<file path="src/rtl/rpc_pkg.sv">
// constants for the ram pointer and configuration register bank
// assumes a 32-bit apb slave with byte addresses and one word per register
package rpc_pkg;

  // register byte offsets on the apb bus
  localparam logic [7:0] OFF_PTR_HIGH = 8'h00;
  localparam logic [7:0] OFF_PTR_LOW = 8'h04;
  localparam logic [7:0] OFF_SELECT = 8'h08;
  localparam logic [7:0] OFF_CONFIG = 8'h0C;

  // pointer high register fields
  localparam int PH_DIR_BIT = 7;
  localparam int PH_STEP_BIT = 6;
  localparam int PH_ADDR_MSB = 2;

  // configuration register fields
  localparam int CFG_SRST_BIT = 7;
  localparam int CFG_CHAIN_BIT = 6;
  localparam int CFG_MISC_MSB = 5;
  localparam int CFG_MISC_LSB = 2;

  // widths
  localparam int RAM_ADDR_W = 11;
  localparam int SEL_W = 3;

  // values after reset
  localparam logic [10:0] PTR_RESET = 11'h000;
  localparam logic [2:0] SEL_RESET = 3'h0;
  localparam logic [7:0] CFG_RESET = 8'h00;
  localparam logic [31:0] RDATA_RESET = 32'h0000_0000;

  // indirect select codes at the shared address
  localparam logic [2:0] SEL_TENTATIVE_ID = 3'h0;
  localparam logic [2:0] SEL_NODE_ID = 3'h1;
  localparam logic [2:0] SEL_SETUP_1 = 3'h2;
  localparam logic [2:0] SEL_NEXT_ID = 3'h3;
  localparam logic [2:0] SEL_SETUP_2 = 3'h4;

  // register decode result
  typedef enum logic [2:0] {
    RPC_REG_PTR_HIGH,
    RPC_REG_PTR_LOW,
    RPC_REG_SELECT,
    RPC_REG_CONFIG,
    RPC_REG_NONE
  } rpc_reg_t;

endpackage

</file>
<file path="src/rtl/rpc_ptr_if.sv">
// carrier between the register bank and its ram pointer counter
// assumes both ends share pclk and presetn
`timescale 1ns/100ps
interface rpc_ptr_if;
  logic load_high;
  logic load_low;
  logic [7:0] wdata;
  logic step;
  logic [10:0] addr;

  modport ctrl (output load_high, output load_low, output wdata, output step, input addr);
  modport cnt (input load_high, input load_low, input wdata, input step, output addr);
endinterface

</file>
<file path="src/rtl/rpc_ptr_counter.sv">
// eleven bit ram address pointer with byte loads and single step
// assumes load strobes and step are one-cycle pulses in the pclk domain
`timescale 1ns/100ps
module rpc_ptr_counter (
  input wire logic pclk,
  input wire logic presetn,
  rpc_ptr_if.cnt ptr
);

  logic [10:0] addr;

  // software loads win over a step in the same cycle, so a reload is never lost
  always_ff @(posedge pclk or negedge presetn)
  begin
    if (!presetn)
    begin
      addr <= rpc_pkg::PTR_RESET;
    end
    else if (ptr.load_high || ptr.load_low)
    begin
      if (ptr.load_high)
      begin
        addr[10:8] <= ptr.wdata[rpc_pkg::PH_ADDR_MSB:0];
      end
      if (ptr.load_low)
      begin
        addr[7:0] <= ptr.wdata;
      end
    end
    else if (ptr.step)
    begin
      addr <= addr + 11'h001; // low byte carry runs into the top bits
    end
  end

  assign ptr.addr = addr;

endmodule

</file>
<file path="src/rtl/rpc_regs.sv">
// ram pointer, indirect select and configuration registers behind apb
// assumes a zero-wait apb master on pclk; the ram datapath pulses
// ram_access_done once per completed data access
`timescale 1ns/100ps

// Operation
// - pointer high bit 7 picks read or write
// - bit 6 steps pointer after each access
// - pointer high bits 2-0 give address 10-8
// - pointer low byte gives address 7-0
// - three-bit select routes the shared address
// - low select bits shared with configuration register
// - configuration write clears select top bit
// - config bit 7 holds software reset until cleared
// - software reset keeps interface mode and configuration
// - software reset only clears status, next id, diagnostics
// - reserved pointer and select bits have no function
module rpc_regs #(
  parameter int ADDR_W = 8
) (
  input wire logic pclk,
  input wire logic presetn,
  input wire logic psel,
  input wire logic penable,
  input wire logic pwrite,
  input wire logic [ADDR_W-1:0] paddr,
  input wire logic [31:0] pwdata,
  input wire logic [3:0] pstrb,
  output logic [31:0] prdata,
  output logic pready,
  output logic pslverr,
  input wire logic ram_access_done,
  output logic [10:0] ram_addr,
  output logic access_direction_read,
  output logic pointer_step_enable,
  output logic [2:0] indirect_select,
  output logic tentative_id_sel,
  output logic node_id_sel,
  output logic setup_1_sel,
  output logic next_id_sel,
  output logic setup_2_sel,
  output logic chained_commands_on,
  output logic [3:0] config_misc,
  output logic soft_reset
);

  // decode of a bus address into a register, shared by read and write
  function automatic rpc_pkg::rpc_reg_t rpc_decode(input logic [ADDR_W-1:0] a);
    logic [7:0] lo;
    lo = a[7:0];
    if ((a >> 8) != '0)
    begin
      rpc_decode = rpc_pkg::RPC_REG_NONE;
    end
    else if (lo == rpc_pkg::OFF_PTR_HIGH)
    begin
      rpc_decode = rpc_pkg::RPC_REG_PTR_HIGH;
    end
    else if (lo == rpc_pkg::OFF_PTR_LOW)
    begin
      rpc_decode = rpc_pkg::RPC_REG_PTR_LOW;
    end
    else if (lo == rpc_pkg::OFF_SELECT)
    begin
      rpc_decode = rpc_pkg::RPC_REG_SELECT;
    end
    else if (lo == rpc_pkg::OFF_CONFIG)
    begin
      rpc_decode = rpc_pkg::RPC_REG_CONFIG;
    end
    else
    begin
      rpc_decode = rpc_pkg::RPC_REG_NONE;
    end
  endfunction

  // register state, one group of flops per field
  logic dir_read;
  logic step_on;
  logic sel_msb;
  logic [1:0] sel_low;
  logic [2:0] sel;
  logic srst_bit;
  logic chain_bit;
  logic [3:0] misc_bits;

  // bus phase terms
  rpc_pkg::rpc_reg_t hit;
  logic setup_phase;
  logic access_phase;
  logic write_take;
  logic wr_lane0;
  logic [7:0] wbyte;
  logic wr_ptr_high;
  logic wr_ptr_low;
  logic wr_select;
  logic wr_config;

  // read views and decoded select
  logic [7:0] next_ptr_high_rd;
  logic [7:0] next_ptr_low_rd;
  logic [7:0] next_select_rd;
  logic [7:0] next_config_rd;
  logic [7:0] next_rd_byte;
  logic [4:0] sel_hot;

  // select codes of the five targets behind the shared indirect address
  localparam logic [2:0] SEL_TARGET [5] = '{rpc_pkg::SEL_TENTATIVE_ID, rpc_pkg::SEL_NODE_ID,
    rpc_pkg::SEL_SETUP_1, rpc_pkg::SEL_NEXT_ID, rpc_pkg::SEL_SETUP_2};

  // match of a select code against one target;
  // reserved codes 5..7 match none, so nothing is routed for them
  function automatic logic sel_match(input logic [2:0] code, input logic [2:0] target);
    sel_match = (code == target);
  endfunction

  rpc_ptr_if ptr ();

  // pointer counter lives in its own module so the carry chain stays local
  rpc_ptr_counter u_ptr (
    .pclk (pclk),
    .presetn (presetn),
    .ptr (ptr)
  );

  // apb: always ready, unmapped addresses answer with an error;
  // zero wait keeps the host loop short at the cost of a setup-time read
  assign hit = rpc_decode(paddr);
  assign setup_phase = psel && !penable;
  assign access_phase = psel && penable;
  assign pready = 1'b1;
  assign pslverr = access_phase && (hit == rpc_pkg::RPC_REG_NONE);

  // a write lands only at the access edge on a mapped address
  assign write_take = access_phase && pwrite && (hit != rpc_pkg::RPC_REG_NONE);
  assign wr_lane0 = write_take && pstrb[0]; // registers sit in byte lane 0
  assign wbyte = pwdata[7:0];

  // one write strobe per register; a clear lane 0 strobe leaves all alone
  assign wr_ptr_high = wr_lane0 && (hit == rpc_pkg::RPC_REG_PTR_HIGH);
  assign wr_ptr_low = wr_lane0 && (hit == rpc_pkg::RPC_REG_PTR_LOW);
  assign wr_select = wr_lane0 && (hit == rpc_pkg::RPC_REG_SELECT);
  assign wr_config = wr_lane0 && (hit == rpc_pkg::RPC_REG_CONFIG);

  // pointer loads and steps towards the counter
  assign ptr.load_high = wr_ptr_high;
  assign ptr.load_low = wr_ptr_low;
  assign ptr.wdata = wbyte;
  assign ptr.step = ram_access_done && step_on;

  // direction of the next ram access;
  // the ram datapath reads it level-wise, so no pulse is needed
  always_ff @(posedge pclk or negedge presetn)
  begin
    if (!presetn)
    begin
      dir_read <= 1'b0;
    end
    else if (wr_ptr_high)
    begin
      dir_read <= wbyte[rpc_pkg::PH_DIR_BIT];
    end
  end

  // auto step enable;
  // a new value only affects accesses completed after this write
  always_ff @(posedge pclk or negedge presetn)
  begin
    if (!presetn)
    begin
      step_on <= 1'b0;
    end
    else if (wr_ptr_high)
    begin
      step_on <= wbyte[rpc_pkg::PH_STEP_BIT];
    end
  end

  // low select bits: one set of flops behind both register views
  always_ff @(posedge pclk or negedge presetn)
  begin
    if (!presetn)
    begin
      sel_low <= rpc_pkg::SEL_RESET[1:0];
    end
    else if (wr_select || wr_config)
    begin
      sel_low <= wbyte[1:0];
    end
  end

  // top select bit; upper bits of a select write are dropped
  // a config write cannot reach code 4, so it forces the bit low
  always_ff @(posedge pclk or negedge presetn)
  begin
    if (!presetn)
    begin
      sel_msb <= rpc_pkg::SEL_RESET[2];
    end
    else if (wr_select)
    begin
      sel_msb <= wbyte[2];
    end
    else if (wr_config)
    begin
      sel_msb <= 1'b0;
    end
  end

  // software reset bit; the reset it raises never reaches this bank
  // it stays set until software writes a zero, there is no self clear
  always_ff @(posedge pclk or negedge presetn)
  begin
    if (!presetn)
    begin
      srst_bit <= rpc_pkg::CFG_RESET[rpc_pkg::CFG_SRST_BIT];
    end
    else if (wr_config)
    begin
      srst_bit <= wbyte[rpc_pkg::CFG_SRST_BIT];
    end
  end

  // command chaining enable;
  // low keeps the older one-command-at-a-time behaviour
  always_ff @(posedge pclk or negedge presetn)
  begin
    if (!presetn)
    begin
      chain_bit <= rpc_pkg::CFG_RESET[rpc_pkg::CFG_CHAIN_BIT];
    end
    else if (wr_config)
    begin
      chain_bit <= wbyte[rpc_pkg::CFG_CHAIN_BIT];
    end
  end

  // remaining configuration fields, only stored and exported here;
  // kept through a software reset like the rest of the register
  always_ff @(posedge pclk or negedge presetn)
  begin
    if (!presetn)
    begin
      misc_bits <= rpc_pkg::CFG_RESET[rpc_pkg::CFG_MISC_MSB:rpc_pkg::CFG_MISC_LSB];
    end
    else if (wr_config)
    begin
      misc_bits <= wbyte[rpc_pkg::CFG_MISC_MSB:rpc_pkg::CFG_MISC_LSB];
    end
  end

  // select code as seen by the rest of the device
  assign sel = {sel_msb, sel_low};

  // pointer high view; reserved bits 5..3 read as zero
  always_comb
  begin
    next_ptr_high_rd = 8'h00;
    next_ptr_high_rd[rpc_pkg::PH_DIR_BIT] = dir_read;
    next_ptr_high_rd[rpc_pkg::PH_STEP_BIT] = step_on;
    next_ptr_high_rd[rpc_pkg::PH_ADDR_MSB:0] = ptr.addr[10:8];
  end

  // pointer low view straight from the counter
  always_comb
  begin
    next_ptr_low_rd = ptr.addr[7:0];
  end

  // select view; reserved bits 7..3 read as zero
  always_comb
  begin
    next_select_rd = 8'h00;
    next_select_rd[2:0] = sel;
  end

  // configuration view with the shared select bits at the bottom
  always_comb
  begin
    next_config_rd = 8'h00;
    next_config_rd[rpc_pkg::CFG_SRST_BIT] = srst_bit;
    next_config_rd[rpc_pkg::CFG_CHAIN_BIT] = chain_bit;
    next_config_rd[rpc_pkg::CFG_MISC_MSB:rpc_pkg::CFG_MISC_LSB] = misc_bits;
    next_config_rd[1:0] = sel_low; // shared storage read back
  end

  // read data mux by decoded register;
  // unmapped reads give zero alongside the error response
  always_comb
  begin
    case (hit)
      rpc_pkg::RPC_REG_PTR_HIGH: next_rd_byte = next_ptr_high_rd;
      rpc_pkg::RPC_REG_PTR_LOW: next_rd_byte = next_ptr_low_rd;
      rpc_pkg::RPC_REG_SELECT: next_rd_byte = next_select_rd;
      rpc_pkg::RPC_REG_CONFIG: next_rd_byte = next_config_rd;
      default: next_rd_byte = 8'h00;
    endcase
  end

  // read data captured in the setup cycle so prdata comes from a flop;
  // a pointer step between setup and access is not seen by that read
  always_ff @(posedge pclk or negedge presetn)
  begin
    if (!presetn)
    begin
      prdata <= rpc_pkg::RDATA_RESET;
    end
    else if (setup_phase && !pwrite)
    begin
      prdata <= {24'h00_0000, next_rd_byte};
    end
  end

  // one decoder per target at the shared indirect address;
  // at most one is high, none for a reserved code
  genvar k;
  generate
    for (k = 0; k < 5; k++)
    begin : g_sel
      assign sel_hot[k] = sel_match(sel, SEL_TARGET[k]);
    end
  endgenerate

  // ram pointer and access controls
  assign ram_addr = ptr.addr;
  assign access_direction_read = dir_read;
  assign pointer_step_enable = step_on;

  // select routing at the shared indirect address
  assign indirect_select = sel;
  assign tentative_id_sel = sel_hot[0];
  assign node_id_sel = sel_hot[1];
  assign setup_1_sel = sel_hot[2];
  assign next_id_sel = sel_hot[3];
  assign setup_2_sel = sel_hot[4];

  // configuration outputs
  assign chained_commands_on = chain_bit;
  assign config_misc = misc_bits;

  // soft reset level lasts until software writes the bit back to zero;
  // only status, next id and diagnostic blocks listen to it
  assign soft_reset = srst_bit;

endmodule

</file>
<file path="config.mk">
export PLATFORM = sky130hd
export DESIGN_NAME = rpc_regs
export DESIGN_NICKNAME = d
export VERILOG_FILES = /design/src/rtl/rpc_pkg.sv /design/src/rtl/rpc_ptr_if.sv /design/src/rtl/rpc_ptr_counter.sv /design/src/rtl/rpc_regs.sv
export SDC_FILE = /design/constraint.sdc
export NUM_CORES = 1
export LEC_CHECK = 0
export BUFFER_PORTS_ARGS = -buffer_cell sky130_fd_sc_hd__buf_2
export CAP_MARGIN = 20
export CORE_MARGIN = 2
export CORE_UTILIZATION = 44
export CTS_CLUSTER_SIZE = 14
export DETAILED_ROUTE_END_ITERATION = 16
export PLACE_DENSITY_LB_ADDON = 0.2
export SKIP_LAST_GASP = 1
export SYNTH_ARGS = -nofsm -noshare
export SYNTH_HDL_FRONTEND = slang
export SYNTH_HIERARCHICAL = 1
export SYNTH_SLANG_ARGS = --single-unit
</file>
<file path="constraint.sdc">
create_clock -name pclk -period 1.52 [get_ports pclk]
set_input_delay 0.076 -clock pclk [delete_from_list [all_inputs] [get_ports pclk]]
set_output_delay 0.076 -clock pclk [all_outputs]
set_load 0.05 [all_outputs]
</file>
## Yosys cells after proc, flatten, opt, wreduce, memory -nomap -nowiden

Index checks and enable logic that the tools add are counted.

- Register bits after elaboration: 30
- Input bits: 50
- Output and inout bits: 61

- $add $sub $neg: 1
- Eq/ne operators: 14
- Mux-type cells: 11
- Reduce and logical (&&, ||, !) cells: 23

Operators with widths:

| kind | number |
|---|---|
| case mux 8 bit (4 select lines) | 1 |
| 2-to-1 mux 11 bit | 2 |
| == test 8 x 4 -> 1 bit (second input constant) | 2 |
| 2-to-1 mux 3 bit | 5 |
| == test 3 x 2 -> 1 bit (second input constant) | 4 |
| logical AND 1 bit | 12 |
| adder 11 x 1 -> 11 bit (second input constant) | 1 |
| == test 8 x 3 -> 1 bit (second input constant) | 1 |
| logical NOT 8 bit | 1 |
| 2-to-1 mux 8 bit | 1 |
| == test 3 x 1 -> 1 bit (second input constant) | 2 |
| == test 3 bit (second input constant) | 2 |
| logical NOT 3 bit | 2 |
| inequality test 2 x 1 -> 1 bit (second input constant) | 2 |
| AND reduction 2 bit | 2 |
| nonzero test 2 bit | 2 |
| inequality test 3 bit (second input constant) | 1 |
| logical NOT 1 bit | 2 |
| logical OR 1 bit | 2 |
| 2-to-1 mux 1 bit | 2 |

## Logic depth before layout (Yosys ltp)

- Depth in word-level cells: 12
- Mapped depth: 9
- Depth with buffers taken out: 7

## Cells and area by module

Netlist, hierarchy kept.

By module, submodules not included:

| module | times used | cells an instance | area each (um^2) | sequential area each (um^2) |
|---|---|---|---|---|
| rpc_regs | 1 | 113 | 1,196.1 | 475.5 |
| rpc_ptr_counter | 1 | 72 | 671.9 | 275.3 |

## Worst setup path before layout

No wires, ideal clock.

- Path kind: reg2out
- From: register sel_low[0]
- To: output node_id_sel
- Arrival time: 1.918 ns
- Path slack: -0.474 ns
- Stages on the path, launching flop included: 2
- Cell sequence: dfrtp_1 -> nor3b_1

- Longest elaborated chain between the ends: 1

RTL lines:

| what | line | text |
|---|---|---|
| start: declaration | rpc_regs.sv:81 | `logic [1:0] sel_low;` |
| start signal: assignment | rpc_regs.sv:184 | `sel_low <= rpc_pkg::SEL_RESET[1:0];` |
| start signal: assignment | rpc_regs.sv:188 | `sel_low <= wbyte[1:0];` |
| == test 3 x 1 -> 1 bit | rpc_regs.sv:114 | `sel_match = (code == target);` |
| end: declaration | rpc_regs.sv:38 | `output logic node_id_sel,` |

No other way between the ends.

## Worst setup path after layout

- From: register u_ptr.addr[1] (netlist: u_ptr/ptr.addr[1])
- To: register u_ptr.addr[8] (netlist: u_ptr/ptr.addr[8])

- Longest elaborated chain between the ends: 3

RTL lines:

| what | line | text |
|---|---|---|
| start: declaration | rpc_ptr_counter.sv:10 | `logic [10:0] addr;` |
| start signal: assignment | rpc_ptr_counter.sv:17 | `addr <= rpc_pkg::PTR_RESET;` |
| start signal: assignment | rpc_ptr_counter.sv:27 | `addr[7:0] <= ptr.wdata;` |
| start signal: assignment | rpc_ptr_counter.sv:32 | `addr <= addr + 11'h001;` |
| adder 11 x 1 -> 11 bit | rpc_ptr_counter.sv:32 |  |
| 2-to-1 mux 11 bit | rpc_ptr_counter.sv:30 | `else if (ptr.step)` |
| 2-to-1 mux 11 bit | rpc_ptr_counter.sv:19 | `else if (ptr.load_high \|\| ptr.load_low)` |

No other way between the ends. The select of a mux whose other input is x is not followed.
A chain may end at the register's enable or synchronous reset.

==> flow_summary.toml <==
[outcome]
status = "finished clean"

[cells_and_area]
area_delta_synth_final_pct = 28.4
fillerInstances = 375
final_layout_size_suffix_gt1_share_pct = 46.0
multi_input_area_sq_mm = 0.00102
regArea_sq_um = 761
final_nets = 315
diodes = 0
final_common_cell = "buf_2"
most-common-layout-cells = "buf_2, conb_1, nand2_1"

[clock_network]
cts_setup_buffers = 0
cts_buffers = 5
cts_buffer_depth = 2
clkSinkCount = 30
cts-root-buf = "clkbuf_8"
clk_latency_ns = 0.29
clk_pin_slew_worst_paths_ns = 0.07
htreeDepth = 2
cts_tree = "done"

[worst_setup_path]
crit_path_cell_trace = "ha_1 > nand3_1 > nor3_1 > xnor2_1 > o21ai_1"
path_class = "reg -> reg"
critPathMaxStageDelay_ns = 0.40
cpMaxStageDelayCell = "dfrtp_2"
cp-start-kind = "flip-flop"
cp_max_fo = 5
cp-end-kind = "flip-flop"
crit_arrival_ns = 1.59
worst_ep_required_time_ns = 1.70

[sta]
finalCritPeriodShare_pct = 92.1
period_minus_slack_ns = 1.40
max_freq_mhz = 714
fin_setup_tns_ns = 0
setup_ws_ns = 0.120
final.setup_skew_ns = 0.0131
maxSlewHeadroom_pct = 54.4
hold_viol_final = 0
slew_violations = 0
worst_pin_slew_ns = 0.684
finalSetupViolations = 0
rsz0062_at_grt = "false"

[global_route]
grt_pass1_wl_um = 6980
track_usage_pct = 18.5
grt_max_degree = 31
grt_pass1_vias = 1469
antenna_found_initial = 0
grt_overflow = 0

[power_and_ir_drop]
irDropWorstVdd_v = 0.000404
p_total_mw = 1.80
p_per_area_mw_per_mm2 = 751
p_leak_nw = 1.24

[die]
start_util_pct = 46.4
ios = 111
die_h_um = 69.2
die_x_um = 69.2
row_count = 23
die-area_sq_mm = 0.00478
fp.coreArea_sq_mm = 0.00403

[yosys]
synth_warnings = 6
ys_ff_latch = 30
yosysUniqueCellTypes = 43
syn_area_per_cell_sq_um = 10.1
postSynthCellCount = 185
syn-cell-area_sq_mm = 0.00187
ys_seq_area_share_pct = 40.2

[placed_design]
hpwl_um = 3250
port_buffers = 58
pre_cts_ws_ns = -0.133
routabilityCongestion = 0.855

[detailed_routing]
drc = 0
wl_per_cell_um = 13.2
dr.pass1.iters = 4
vias_per_cell = 4.86
drt_iter0_markers = 53
vias = 1532
ant_nets = 0
routed_wirelength_um = 4160

[worst_hold_path]
hp-class = "in -> reg"

[flow_run]
max-cap-violations = 0
==> per-layer routing <==
| layer | track usage [%] | routed length [um] | up-vias |
|---|---|---|---|
| li1 | - | - | 751 |
| met4 | 7.84 | 68 | 0 |
| met2 | 29.1 | 1960 | 54 |
| met1 | 24.7 | 1910 | 720 |
| met3 | 4.24 | 219 | 7 |
| met5 | 0 | 0 | - |
==> Yosys cell counts, drive strengths merged <==
| master | instances | area [sq um] |
|---|---|---|
| nor2b | 2 | 15.0 |
| ha | 1 | 12.5 |
| o31ai | 3 | 22.5 |
| or4b | 1 | 13.8 |
| mux2 | 13 | 146 |
| nand2b | 2 | 15.0 |
| a31o | 1 | 8.76 |
| inv | 1 | 3.75 |
| nand2 | 23 | 86.3 |
| o22ai | 1 | 6.26 |
| and2 | 1 | 6.26 |
| nand3 | 4 | 20.0 |
| nor3 | 5 | 25.0 |
| and2b | 1 | 7.51 |
| clkbuf | 2 | 7.51 |
| o21ai | 15 | 75.1 |
| o21a | 2 | 15.0 |
| mux2i | 8 | 80.1 |
| nand3b | 1 | 7.51 |
| mux4 | 1 | 22.5 |
| and4 | 2 | 17.5 |
| a22o | 1 | 8.76 |
| nor4 | 3 | 55.1 |
| xnor2 | 6 | 52.6 |
| and3b | 1 | 8.76 |
| and3 | 1 | 7.51 |
| nor2 | 6 | 22.5 |
| nor3b | 5 | 37.5 |
| or3b | 1 | 8.76 |
| xor2 | 3 | 26.3 |
| nand4 | 5 | 46.3 |
| a21oi | 1 | 5.00 |
| dfrtp | 30 | 751 |
| conb | 2 | 7.51 |
| buf | 30 | 216 |
==> critical path, delay by kind of cell (launching register included) <==
kind            cells  cell delay, ns
simple gates        2            0.44
flops               1            0.40
fa+ha+maj           1            0.24
xor+xnor            1            0.16
compound gates      1            0.07
==> cell families after synthesis <==
kind of cell,Yosys count,synth area share [%]
compound gates,24,7.57
xor+xnor,9,4.22
other cells,2,0.402
simple gates,64,21.4
buf+inv,33,12.2
flops,30,40.2
mux,22,13.3
fa+ha+maj,1,0.670
==> through the flow <==
step	instances	hold WS, ns	cell area (sq um)	utilization (%)
after floorplan	208	-0.220	2000	-
after global placement	306	0.151	2290	56.9
after detailed placement	306	0.154	2290	56.9
after CTS	315	0.00824	2390	59.4
after global routing	315	0.0200	2400	59.5
final	315	0.0114	2400	59.5
==> flip-flops by register name (all words and copies together), names as in the netlist <==
name and flops:
pointer_step_enable 1, prdata 8, u_ptr/ptr.addr 11, chained_commands_on 1
sel_low 2, access_direction_read 1, config_misc 4, soft_reset 1
sel_msb 1
==> power breakdown <==
group          internal [mW]  leakage, nW  switching (mW)  total (mW)
Clock                  0.368       0.0455           0.294       0.663
Combinational         0.0724        0.790           0.249       0.322
Sequential             0.808        0.405          0.0100       0.818
Total                   1.25         1.24           0.554        1.80
==> timing repair <==
| action | in CTS | in global routing |
|---|---|---|
| hold endpoints to repair | 30 | 0 |
| gates resized for setup | 0 | 1 |
| setup endpoints to repair | 0 | 1 |
| hold buffers | 1 | 0 |
==> layout make-up <==
| class | instances | area share [%] |
|---|---|---|
| Timing Repair Buffer | 81 | 19.4 |
| Sequential cell | 30 | 31.7 |
| Inverter | 1 | 0.156 |
| Multi-Input combinational cell | 145 | 42.4 |
| Tap cell | 50 | 2.61 |
| Clock buffer | 8 | 3.76 |
==> worst paths after layout <==
check	start	end	slack, ns	cells past startpoint
worst max-delay path	u_ptr/ptr.addr[1]	u_ptr/ptr.addr[8]	0.12	5
worst min-delay path	pwdata[5]	u_ptr/ptr.addr[5]	0.01	3
worst max register to register	u_ptr/ptr.addr[1]	u_ptr/ptr.addr[8]	0.12	5
worst min register to register	prdata[2]	prdata[2]	0.47	2
max in group asynchronous	presetn	u_ptr/ptr.addr[3]	0.65	2
min in group asynchronous	presetn	config_misc[0]	0.37	2
Power figures use the tool's default switching activity.
